## src/rtl/ring_mode_consts.svh

```systemverilog
// Constants for the ring engine mode register block.
// Assumes inclusion by the package and the design module only.
`ifndef RING_MODE_CONSTS_SVH
`define RING_MODE_CONSTS_SVH
`define MODE_REG_ADDR      9'h000
`define MODE_REG_RESET     8'h00
`define MODE_BIT_DIAGNOSE_ENABLE      7
`define MODE_BIT_LOOPBACK  6
`define MODE_BIT_PHY_PAR   3
`define MODE_BIT_MAC_PAR   2
`define MODE_BIT_CB_PAR    1
`define MODE_BIT_RUN       0
`define MODE_WRITE_MASK    8'hCF
`define IDLE_BYTE          8'h00
`define IDLE_CTRL          1'b1
`endif

```

## src/rtl/ring_mode_pkg.sv

```systemverilog
// Types for the ring engine mode register block.
// Assumes the constants header is in the include path.
`include "ring_mode_consts.svh"
package ring_mode_pkg;
    typedef struct packed {
        logic       par;
        logic       ctrl;
        logic [7:0] data;
    } phy_byte_t;
    typedef enum logic [1:0] {
        SRC_IDLE,
        SRC_REPEAT,
        SRC_GENERATE
    } tx_src_t;
endpackage

```

## src/rtl/ring_engine_mode_control.sv

```systemverilog
// Mode register and PHY/MAC byte path of the ring engine.
// Assumes all inputs synchronous to clk_sys; host bus is a simple strobe bus.
`include "ring_mode_consts.svh"

// Overview of operation
// - Eight-bit mode register at 000h, always accessible
// - Diagnose bit opens all registers to host
// - Diagnose error freezes rx/tx status until cleared
// - Loopback feeds request outputs back, ignores PHY
// - Transmitter and receiver run independently except when repeating or in loopback
// - Parity enable checks odd parity on indicate
// - Indicate parity error becomes Idle, code violation
// - Repeated bytes pass indicate parity through
// - Generated fields carry odd request parity
// - Request data has odd parity unless a repeated byte has bad parity with the parity check off
// - Run clear forces stop and Idle transmit
// - MAC request parity checked; indicate parity generated
// - Control bus reads always carry parity
module ring_engine_mode_control
    import ring_mode_pkg::*;
(
    // Clock and reset
    input  wire logic       clk_sys,
    input  wire logic       rst,
    // Host control bus
    input  wire logic [8:0] cb_addr,
    input  wire logic       cb_write,
    input  wire logic       cb_read,
    input  wire logic [7:0] cb_wdata,
    output logic [7:0]      control_bus_data_lines,
    output logic            cb_rdata_parity,
    // Mode outputs
    output logic            diagnose_enable,
    output logic            all_regs_access,
    output logic            run_mode,
    output logic            control_bus_parity_check_enable,
    // Internal state machine status
    input  wire logic [7:0] rx_status_live,
    input  wire logic [7:0] tx_status_live,
    input  wire logic       receive_sm_error_flag,
    input  wire logic       transmit_sm_error_flag,
    output logic [7:0]      rx_status,
    output logic [7:0]      tx_status,
    // PHY indicate input
    input  phy_byte_t       phy_indicate_in,
    // Receive stream to ring engine
    output phy_byte_t       rx_byte,
    output logic            rx_code_violation,
    // Transmit stream from ring engine
    input  tx_src_t         tx_source,
    input  wire logic [7:0] tx_gen_data,
    input  wire logic       tx_gen_ctrl,
    // PHY request output
    output phy_byte_t       phy_request_out,
    // MAC request and indicate
    input  wire logic [7:0] mac_request_data_in,
    input  wire logic       mac_request_parity_in,
    input  wire logic       mac_request_valid,
    output logic            mac_tx_abort,
    output logic            mac_indicate_parity_out
);

    // ==========================================================
    // Mode register
    logic [7:0] ring_mode_register_zero;
    wire        hit_mode = cb_addr == `MODE_REG_ADDR;
    wire [7:0]  next_mode = cb_wdata & `MODE_WRITE_MASK;

    always_ff @(posedge clk_sys or posedge rst) begin
        if (rst) begin
            ring_mode_register_zero <= `MODE_REG_RESET;
        end else if (cb_write && hit_mode) begin
            ring_mode_register_zero <= next_mode;
        end
    end

    wire diagnose_enable_bit     = ring_mode_register_zero[`MODE_BIT_DIAGNOSE_ENABLE];
    wire loopback_bit = ring_mode_register_zero[`MODE_BIT_LOOPBACK];
    wire phy_par_bit  = ring_mode_register_zero[`MODE_BIT_PHY_PAR];
    wire mac_par_bit  = ring_mode_register_zero[`MODE_BIT_MAC_PAR];
    wire run_bit      = ring_mode_register_zero[`MODE_BIT_RUN];

    assign diagnose_enable                 = diagnose_enable_bit;
    assign all_regs_access                 = diagnose_enable_bit;
    assign run_mode                        = run_bit;
    assign control_bus_parity_check_enable = ring_mode_register_zero[`MODE_BIT_CB_PAR];

    // ==========================================================
    // Read path, parity always generated
    wire [7:0] rd_value = hit_mode ? ring_mode_register_zero : 8'h00;

    always_ff @(posedge clk_sys or posedge rst) begin
        if (rst) begin
            control_bus_data_lines <= 8'h00;
            cb_rdata_parity        <= 1'b1;
        end else if (cb_read) begin
            control_bus_data_lines <= rd_value;
            cb_rdata_parity        <= ~^rd_value;
        end
    end

    // ==========================================================
    // Status freeze: error state held in diagnose mode while flags stay set
    wire freeze_rx = diagnose_enable_bit && receive_sm_error_flag;
    wire freeze_tx = diagnose_enable_bit && transmit_sm_error_flag;

    always_ff @(posedge clk_sys or posedge rst) begin
        if (rst) begin
            rx_status <= 8'h00;
            tx_status <= 8'h00;
        end else begin
            if (!freeze_rx) rx_status <= rx_status_live;
            if (!freeze_tx) tx_status <= tx_status_live;
        end
    end

    // ==========================================================
    // Receive path with loopback and parity check
    // Loopback taps the registered request byte, so it trails by one cycle.
    wire phy_byte_t rx_src = loopback_bit ? phy_request_out : phy_indicate_in;
    wire rx_par_bad = phy_par_bit && (^{rx_src.par, rx_src.data} == 1'b0);

    phy_byte_t idle_byte;
    assign idle_byte = '{par: ~^`IDLE_BYTE, ctrl: `IDLE_CTRL, data: `IDLE_BYTE};

    always_ff @(posedge clk_sys or posedge rst) begin
        if (rst) begin
            rx_byte           <= '{par: 1'b1, ctrl: `IDLE_CTRL, data: `IDLE_BYTE};
            rx_code_violation <= 1'b0;
        end else begin
            rx_byte           <= rx_par_bad ? idle_byte : rx_src;
            rx_code_violation <= rx_par_bad;
        end
    end

    // ==========================================================
    // Transmit path, independent of receive except when repeating
    phy_byte_t next_req;
    always_comb begin
        next_req = idle_byte;
        if (run_bit) begin
            case (tx_source)
                SRC_REPEAT:   next_req = rx_byte;
                SRC_GENERATE: next_req = '{par: ~^tx_gen_data, ctrl: tx_gen_ctrl,
                                           data: tx_gen_data};
                SRC_IDLE:     next_req = idle_byte;
                default:      next_req = idle_byte;
            endcase
        end
    end

    always_ff @(posedge clk_sys or posedge rst) begin
        if (rst) begin
            phy_request_out <= '{par: 1'b1, ctrl: `IDLE_CTRL, data: `IDLE_BYTE};
        end else begin
            phy_request_out <= next_req;
        end
    end

    // ==========================================================
    // MAC request parity check and indicate parity
    wire mac_par_bad = mac_par_bit && mac_request_valid
                       && (^{mac_request_parity_in, mac_request_data_in} == 1'b0);

    always_ff @(posedge clk_sys or posedge rst) begin
        if (rst) begin
            mac_tx_abort            <= 1'b0;
            mac_indicate_parity_out <= 1'b1;
        end else begin
            mac_tx_abort            <= mac_par_bad;
            mac_indicate_parity_out <= ~^rx_byte.data;
        end
    end

    // ==========================================================
    // Checks
    a_reserved_read_zero: assert property (@(posedge clk_sys) disable iff (rst)
        (ring_mode_register_zero[5:4] == 2'b00))
        else $error("reserved mode bits not zero");
    a_mode_write_lands: assert property (@(posedge clk_sys) disable iff (rst)
        (cb_write && hit_mode) |=>
        ring_mode_register_zero == ($past(cb_wdata) & `MODE_WRITE_MASK))
        else $error("mode write not stored");
    a_read_parity_odd: assert property (@(posedge clk_sys) disable iff (rst)
        cb_read |=> ^{cb_rdata_parity, control_bus_data_lines})
        else $error("read parity not odd");
    a_rx_status_frozen: assert property (@(posedge clk_sys) disable iff (rst)
        freeze_rx |=> $stable(rx_status))
        else $error("rx status changed while frozen");
    a_tx_status_frozen: assert property (@(posedge clk_sys) disable iff (rst)
        freeze_tx |=> $stable(tx_status))
        else $error("tx status changed while frozen");
    a_parity_err_idle: assert property (@(posedge clk_sys) disable iff (rst)
        rx_par_bad |=> (rx_byte.data == `IDLE_BYTE && rx_code_violation))
        else $error("bad byte not replaced by idle");
    a_stop_sends_idle: assert property (@(posedge clk_sys) disable iff (rst)
        !run_bit |=> phy_request_out.data == `IDLE_BYTE && phy_request_out.ctrl)
        else $error("stop mode not idle");
    a_repeat_parity_pass: assert property (@(posedge clk_sys) disable iff (rst)
        (run_bit && tx_source == SRC_REPEAT) |=> phy_request_out.par == $past(rx_byte.par))
        else $error("repeat parity altered");
    a_gen_parity_odd: assert property (@(posedge clk_sys) disable iff (rst)
        (!run_bit || tx_source != SRC_REPEAT) |=> ^{phy_request_out.par, phy_request_out.data})
        else $error("generated parity not odd");
    a_loopback_ignores_phy: assert property (@(posedge clk_sys) disable iff (rst)
        (loopback_bit && !rx_par_bad) |=> rx_byte == $past(phy_request_out))
        else $error("loopback not taken");
    a_mac_abort_parity: assert property (@(posedge clk_sys) disable iff (rst)
        (mac_par_bit && mac_request_valid && !(^{mac_request_parity_in, mac_request_data_in}))
        |=> mac_tx_abort)
        else $error("mac parity error not aborted");
    a_abort_needs_error: assert property (@(posedge clk_sys) disable iff (rst)
        !mac_par_bad |=> !mac_tx_abort)
        else $error("mac abort without parity error");
    a_mac_ind_parity: assert property (@(posedge clk_sys) disable iff (rst)
        ^{mac_indicate_parity_out, $past(rx_byte.data)})
        else $error("mac indicate parity not odd");
    // Sampled reset keeps the release edge out, where rx_byte is still the reset idle
    a_clean_byte_passes: assert property (@(posedge clk_sys) disable iff (rst)
        (!rst && !rx_par_bad && !loopback_bit) |=>
        (rx_byte == $past(phy_indicate_in) && !rx_code_violation))
        else $error("clean byte not passed");

endmodule

```

## config.mk

```make
export PLATFORM = sky130hd
export DESIGN_NAME = ring_engine_mode_control
export DESIGN_NICKNAME = d
export VERILOG_FILES = /design/src/rtl/ring_mode_pkg.sv /design/src/rtl/ring_engine_mode_control.sv
export VERILOG_INCLUDE_DIRS = /design/src /design/src/rtl
export SDC_FILE = /design/constraint.sdc
export NUM_CORES = 1
export LEC_CHECK = 0
export BUFFER_PORTS_ARGS = -buffer_cell sky130_fd_sc_hd__buf_4
export CORE_ASPECT_RATIO = 0.5
export CORE_UTILIZATION = 30
export DETAILED_ROUTE_END_ITERATION = 10
export MAX_ROUTING_LAYER = met4
export PLACE_DENSITY = 0.52
export SLEW_MARGIN = 20
export SYNTH_ARGS = -nofsm -noshare
export SYNTH_HDL_FRONTEND = slang
export SYNTH_SLANG_ARGS = --single-unit
export TNS_END_PERCENT = 30
```

## constraint.sdc

```tcl
create_clock -name clk_sys -period 2 [get_ports clk_sys]
set_input_delay 0.2 -clock clk_sys [delete_from_list [all_inputs] [get_ports clk_sys]]
set_output_delay 0.2 -clock clk_sys [all_outputs]
set_load 0.005 [all_outputs]
```

=== Word level (Yosys, flattened, before mapping) ===
Cells that the tools add are included.

* Output and inout bits: 52
* Logic and storage cells: 35
* Bits of input ports: 70
* Bits in registers: 54

* Bitwise logic cells: 2
* Mux-type cells: 5
* Equality and inequality tests: 2
* Reduce and logical (&&, ||, !) cells: 12

{| class="wikitable"
|+ Operators with widths
! cell !! count
|-
| 10-bit two-way mux || 3
|-
| 8-bit XNOR reduction || 3
|-
| 10-bit case mux with 2 select lines || 1
|-
| 9-bit XOR reduction || 2
|-
| 9-bit logical NOT || 1
|-
| 8-bit two-way mux || 1
|-
| 1-bit logical AND || 6
|-
| 2-bit by 1-bit equality test with 1-bit output (second input constant) || 1
|-
| 2-bit equality test (second input constant) || 1
|-
| 1-bit NOT || 2
|}

=== Longest topological paths before layout ===
* Depth in word-level cells: 5
* Mapped depth: 6
* Mapped depth without buffers: 5

=== Worst setup path after synthesis ===
Ideal clock, no wire load.

* Path kind: register to register
* Start: register phy_request_out[6] (netlist bit)
* End: register rx_byte[0] (netlist bit)
* Arrival time: 1.566 ns
* Setup slack: 0.295 ns
* Stages on the path, launching flop included: 6
* Data required time: 1.861 ns
* Library setup time: 0.139 ns
* Cell sequence: dfrtp_1 -> xor2_1 -> mux2i_1 -> xnor3_2 -> xor2_1 -> a21oi_1

* Word-level cells in the longest chain between the ends: 5

{| class="wikitable"
|+ RTL lines
! what !! line !! source
|-
| start: declaration || ring_engine_mode_control.sv:54 || <nowiki>output phy_byte_t phy_request_out,</nowiki>
|-
| start signal: assignment || ring_engine_mode_control.sv:154 || <nowiki>phy_request_out <= '{par: 1'b1, ctrl: `IDLE_CTRL, data: `IDLE_BYTE};</nowiki>
|-
| start signal: assignment || ring_engine_mode_control.sv:156 || <nowiki>phy_request_out <= next_req;</nowiki>
|-
| 10-bit two-way mux || ring_engine_mode_control.sv:120 || <nowiki>wire phy_byte_t rx_src = loopback_bit ? phy_request_out : phy_indicate_in;</nowiki>
|-
| 9-bit XOR reduction || ring_engine_mode_control.sv:121 || <nowiki>wire rx_par_bad = phy_par_bit && (^{rx_src.par, rx_src.data} == 1'b0);</nowiki>
|-
| 1-bit NOT || ring_engine_mode_control.sv:121 ||
|-
| 1-bit logical AND || ring_engine_mode_control.sv:121 ||
|-
| 10-bit two-way mux || ring_engine_mode_control.sv:131 || <nowiki>rx_byte <= rx_par_bad ? idle_byte : rx_src;</nowiki>
|-
| end signal: assignment || ring_engine_mode_control.sv:128 || <nowiki>rx_byte <= '{par: 1'b1, ctrl: `IDLE_CTRL, data: `IDLE_BYTE};</nowiki>
|-
| end signal: assignment || ring_engine_mode_control.sv:131 ||
|-
| end: declaration || ring_engine_mode_control.sv:47 || <nowiki>output phy_byte_t rx_byte,</nowiki>
|}

Every way passes these cells.
A chain may end at the register's enable or synchronous reset.

=== Worst setup path after layout ===
* Start: register ring_mode_register_zero[6]
* End: register rx_byte[5] (netlist bit)

* Word-level cells in the longest chain between the ends: 5

{| class="wikitable"
|+ RTL lines
! what !! line !! source
|-
| start: declaration || ring_engine_mode_control.sv:65 || <nowiki>logic [7:0] ring_mode_register_zero;</nowiki>
|-
| start signal: assignment || ring_engine_mode_control.sv:71 || <nowiki>ring_mode_register_zero <= `MODE_REG_RESET;</nowiki>
|-
| start signal: assignment || ring_engine_mode_control.sv:73 || <nowiki>ring_mode_register_zero <= next_mode;</nowiki>
|-
| 10-bit two-way mux (*) || ring_engine_mode_control.sv:120 ||
|-
| 9-bit XOR reduction || ring_engine_mode_control.sv:121 ||
|-
| 1-bit NOT || ring_engine_mode_control.sv:121 ||
|-
| 1-bit logical AND || ring_engine_mode_control.sv:121 ||
|-
| 10-bit two-way mux (*) || ring_engine_mode_control.sv:131 ||
|}

Mark *: on every way between the ends. The rest lies on a longest branch, timed or not.

==> results summary <==
In this run the deepest clock path goes through 2 buffers. The number of global-route vias before repair came out at ~2.0k. Entering global routing, the biggest net connects 53 pins. The starting DRC count in detailed routing came out at between 50 and 60.

Ranked by total cell area, the synthesized netlist is headed by dfrtp_1, xnor2_1, mux2_2. For this design, the slowest cell found on the critical path is xnor3_2. The worst-case reg-to-reg path depth came out at 4. The buffers inserted during post-CTS setup optimization is 0.

The core area is 0.00806 mm^2. The share of flip-flops with an asynchronous set or reset after synthesis is 100%. The number of antenna violations at the first check in global routing came out at 0. The reg-to-reg setup timing slack came out at between 0.15 and 0.2 ns. The post-route antenna net violation count came out at 0.

Yosys mapped a number of flops with a built-in enable equal to 0. The number of port buffers is between 100 and 150. VDD sags by at most 0.000331 V. For this design the ratio of total power to cell area is 669 mW/mm^2. The hold-critical path depth is 2. The die outline area is between 0.008 and 0.009 mm^2. The root buffer cell is clkbuf_16.

The setup slack of the critical path after layout is 0.188 ns. The commonest cells after synthesis are dfrtp_1, xnor2_1, mux2_2. The setup-violating endpoint count in the final report is 0. The smallest clock period supported by the final layout is computed as 1.81 ns. In this run the cell area of the synthesized design comes to 0.00252 mm^2.

The total wirelength of the detailed-routed design is between 6000 and 7000 um. The number of DRC violations after detailed routing is 0. The multi-input logic area came out at about 0.0011 mm^2. In the synthesized netlist, the number of instances is around 200.

The worst hold path endpoint is ring_mode_register_zero[3]$_DFFE_PP0P_. The number of CTS-inserted buffers came out at 5. The source of the worst register-to-register timing path is ring_mode_register_zero[6]$_DFFE_PP0P_. The routability-driven placement congestion ratio came out at roughly 0.71.

The leakage power summed over all cells is around 0.0017 uW. The minimum setup slack after placement came out at -0.0204 ns. In the synthesized netlist the dominant register cell turns out to be dfrtp_1. The most frequent cell after synthesis is dfrtp_1. For the final database, setup skew stands at around 0.0051 ns.

The startpoint identified for the worst hold timing path is cb_wdata[3]. The routed via count divided by cell count is between 4 and 5. The number of top-level pins came out at roughly 120.

The number of buffers and inverters on the critical path is 0. The row count came out at 23. The worst setup path category is register to register. The post-detailed-route wirelength per cell came out at about 14 um. The detailed-routing iteration count for the pre-antenna-repair pass came out at 4. The transition time of the tightest slew-check pin came out at slightly above 0.5 ns. Dividing the final minimum period by the clock period gives about nine tenths. The flow ran to the end, and the final reports show no timing, DRC or antenna violations. The synthesis-to-finish area growth came out at 46.2%. The effective utilization at floorplan came out at a little under a third.

The most critical setup path has its startpoint at ring_mode_register_zero[6]$_DFFE_PP0P_. The number of warning messages in the yosys log came out at 0. The final design utilization is between 40% and 50%.

Timing would allow up to roughly 550 MHz. In this run the worst path has a maximum fanout of 8. Max-cap violations in this run came to 0. The number of max-slew violations in the final report came out at 0. The biggest cell delay along the critical path came out at between 0.4 and 0.5 ns. The max-slew headroom at the worst pin came out at approximately 66%.

The average instance area after synthesis came out at 12.4 um^2. The final hold violation count came out at 0. The signal on the critical path passes through mux2i_1, xnor3_2, xor2_2, a21oi_1. The sort of element at the end of the critical path is a register. STA puts the critical path data required time at ~2.2 ns. The wire length of the first global-routing pass came out at around 10000 um.

The element type at the critical path start is a register. For this design, the sink count on the clock tree is 52. The unique cell type count in the Yosys netlist came out at 29.

The portion of the post-synthesis area used by sequential elements is 52.0%. The total area of sequential cells is around 0.0013 mm^2. The detailed-route via count came out at approximately 1.9k. The CTS tree is done.

The count of H-tree levels built during CTS came out at 2. The layout cell share with drive strength beyond 1 is about 50%. The global-route usage over all layers came out at between 10% and 20%. The clock slew at the register clock pins of the worst setup and hold paths is 0.07 ns. The critical path's top delay family is XOR/XNOR gates.

The count of fill cells added during filler insertion came out at just under 800. The diode insertion count for antenna repair came out at 0. The most area-hungry cell type in the Yosys netlist is dfrtp_1.

In this run the biggest area consumer among cell types represents between 40% and 50% of the synthesized area. Setup repair after global routing left no endpoint under its margin. The die height is 66.8 um.

The data arrival time at the worst-slack endpoint came out at about 2 ns. The die width is approximately 130 um. The HPWL after detailed placement came out at roughly 4700 um.

The tightest min-delay check is of the primary input to register type. For the final routed database, the setup TNS stands at 0 ns. The clock latency of the later-clocked register in the worst-skew pair is 0.29 ns.

The net total in the final layout came out at around 400. The register bit total from synthesis came out at between 50 and 60. The worst hold margin is about 0.14 ns. The worst register-to-register path ends at rx_byte[5]$_DFF_PP0_.

The total overflow left after global routing is 0.
==> routing by layer <==
layer	GRT usage (%)	wire length, um	vias to the layer above
li1	-	-	918
met1	17.8	2740	936
met2	27.1	3260	47
met3	3.58	247	2
met4	3.05	28	0
met5	-	0	-
==> cell type report <==
| type | instances | share of cell area [%] |
|---|---|---|
| sequential | 52 | 35.6 |
| clock buffer | 8 | 3.98 |
| multi-input combinational | 132 | 30.4 |
| timing repair buffer | 122 | 25.3 |
| tap | 112 | 3.81 |
| inverter | 10 | 1.02 |
==> cell families after synthesis <==
| kind of cell | Yosys count | synth area share [%] |
|---|---|---|
| muxes | 36 | 16.3 |
| DFF | 52 | 52.0 |
| other | 1 | 0.149 |
| xor gates and xnor gates | 40 | 14.5 |
| and+or+nand+nor | 25 | 5.42 |
| adders and majority gates | 2 | 0.994 |
| buffers and inverters | 20 | 4.08 |
| AOI/OAI and AO/OA | 27 | 6.56 |
==> state kept, by name, summed over array words and instances (netlist names) <==
name and count:
phy_request_out 10, ring_mode_register_zero 6, rx_code_violation 1, rx_byte 10
tx_status 8, cb_rdata_parity 1, rx_status 8, mac_tx_abort 1
mac_indicate_parity_out 1, control_bus_data_lines 6
==> worst register-to-register path, stage by stage, from the launching register on <==
cell	delay (ns)
dfrtp_1	0.47
mux2i_1	0.22
xnor3_2	0.48
xor2_2	0.36
a21oi_1	0.13
==> layout by cell type, fill, tap and decap left out, types with 9 or more instances in the layout <==
| cell type | netlist | layout |
|---|---|---|
| inv_1 | 10 | 9 |
| mux2_2 | 16 | 16 |
| mux2i_1 | 14 | 14 |
| dfrtp_1 | 46 | 46 |
| nor2_1 | 10 | 10 |
| a21oi_1 | 9 | 9 |
| xnor2_1 | 30 | 30 |
| buf_4 | 5 | 120 |
==> where the power goes <==
part,internal (uW),switching [uW]
clock network,501,380
registers,1100,29.0
logic,262,191
total,1860,599
==> worst max-delay path by stage <==
stage                           end  slack [ns]  cells after the start
2_1_floorplan  rx_byte[0]$_DFF_PP0_        0.29                      5
3_3_place_gp   rx_byte[2]$_DFF_PP0_        0.01                      4
3_5_place_dp   rx_byte[3]$_DFF_PP0_       -0.02                      4
4_1_cts        rx_byte[5]$_DFF_PP0_        0.16                      4
5_1_grt        rx_byte[1]$_DFF_PP0_        0.07                      4
6_report       rx_byte[5]$_DFF_PP0_        0.19                      4
==> stage by stage <==
stage               cells  total power, uW  cell area [um^2]
floorplan             204             1370              2520
CTS                   436             2500              3680
finish                436             2460              3680
global route          436             2590              3680
detailed placement    427             1600              3520
global placement      427             1590              3520
==> repair_timing <==
action / 4_1_cts / 5_1_grt
gates resized for setup: 1 / 0
hold buffers: 1 / 0
endpoints found under the hold margin: 46 / 0
setup endpoints to repair: 8 / 0
Power figures use the tool's default switching activity.
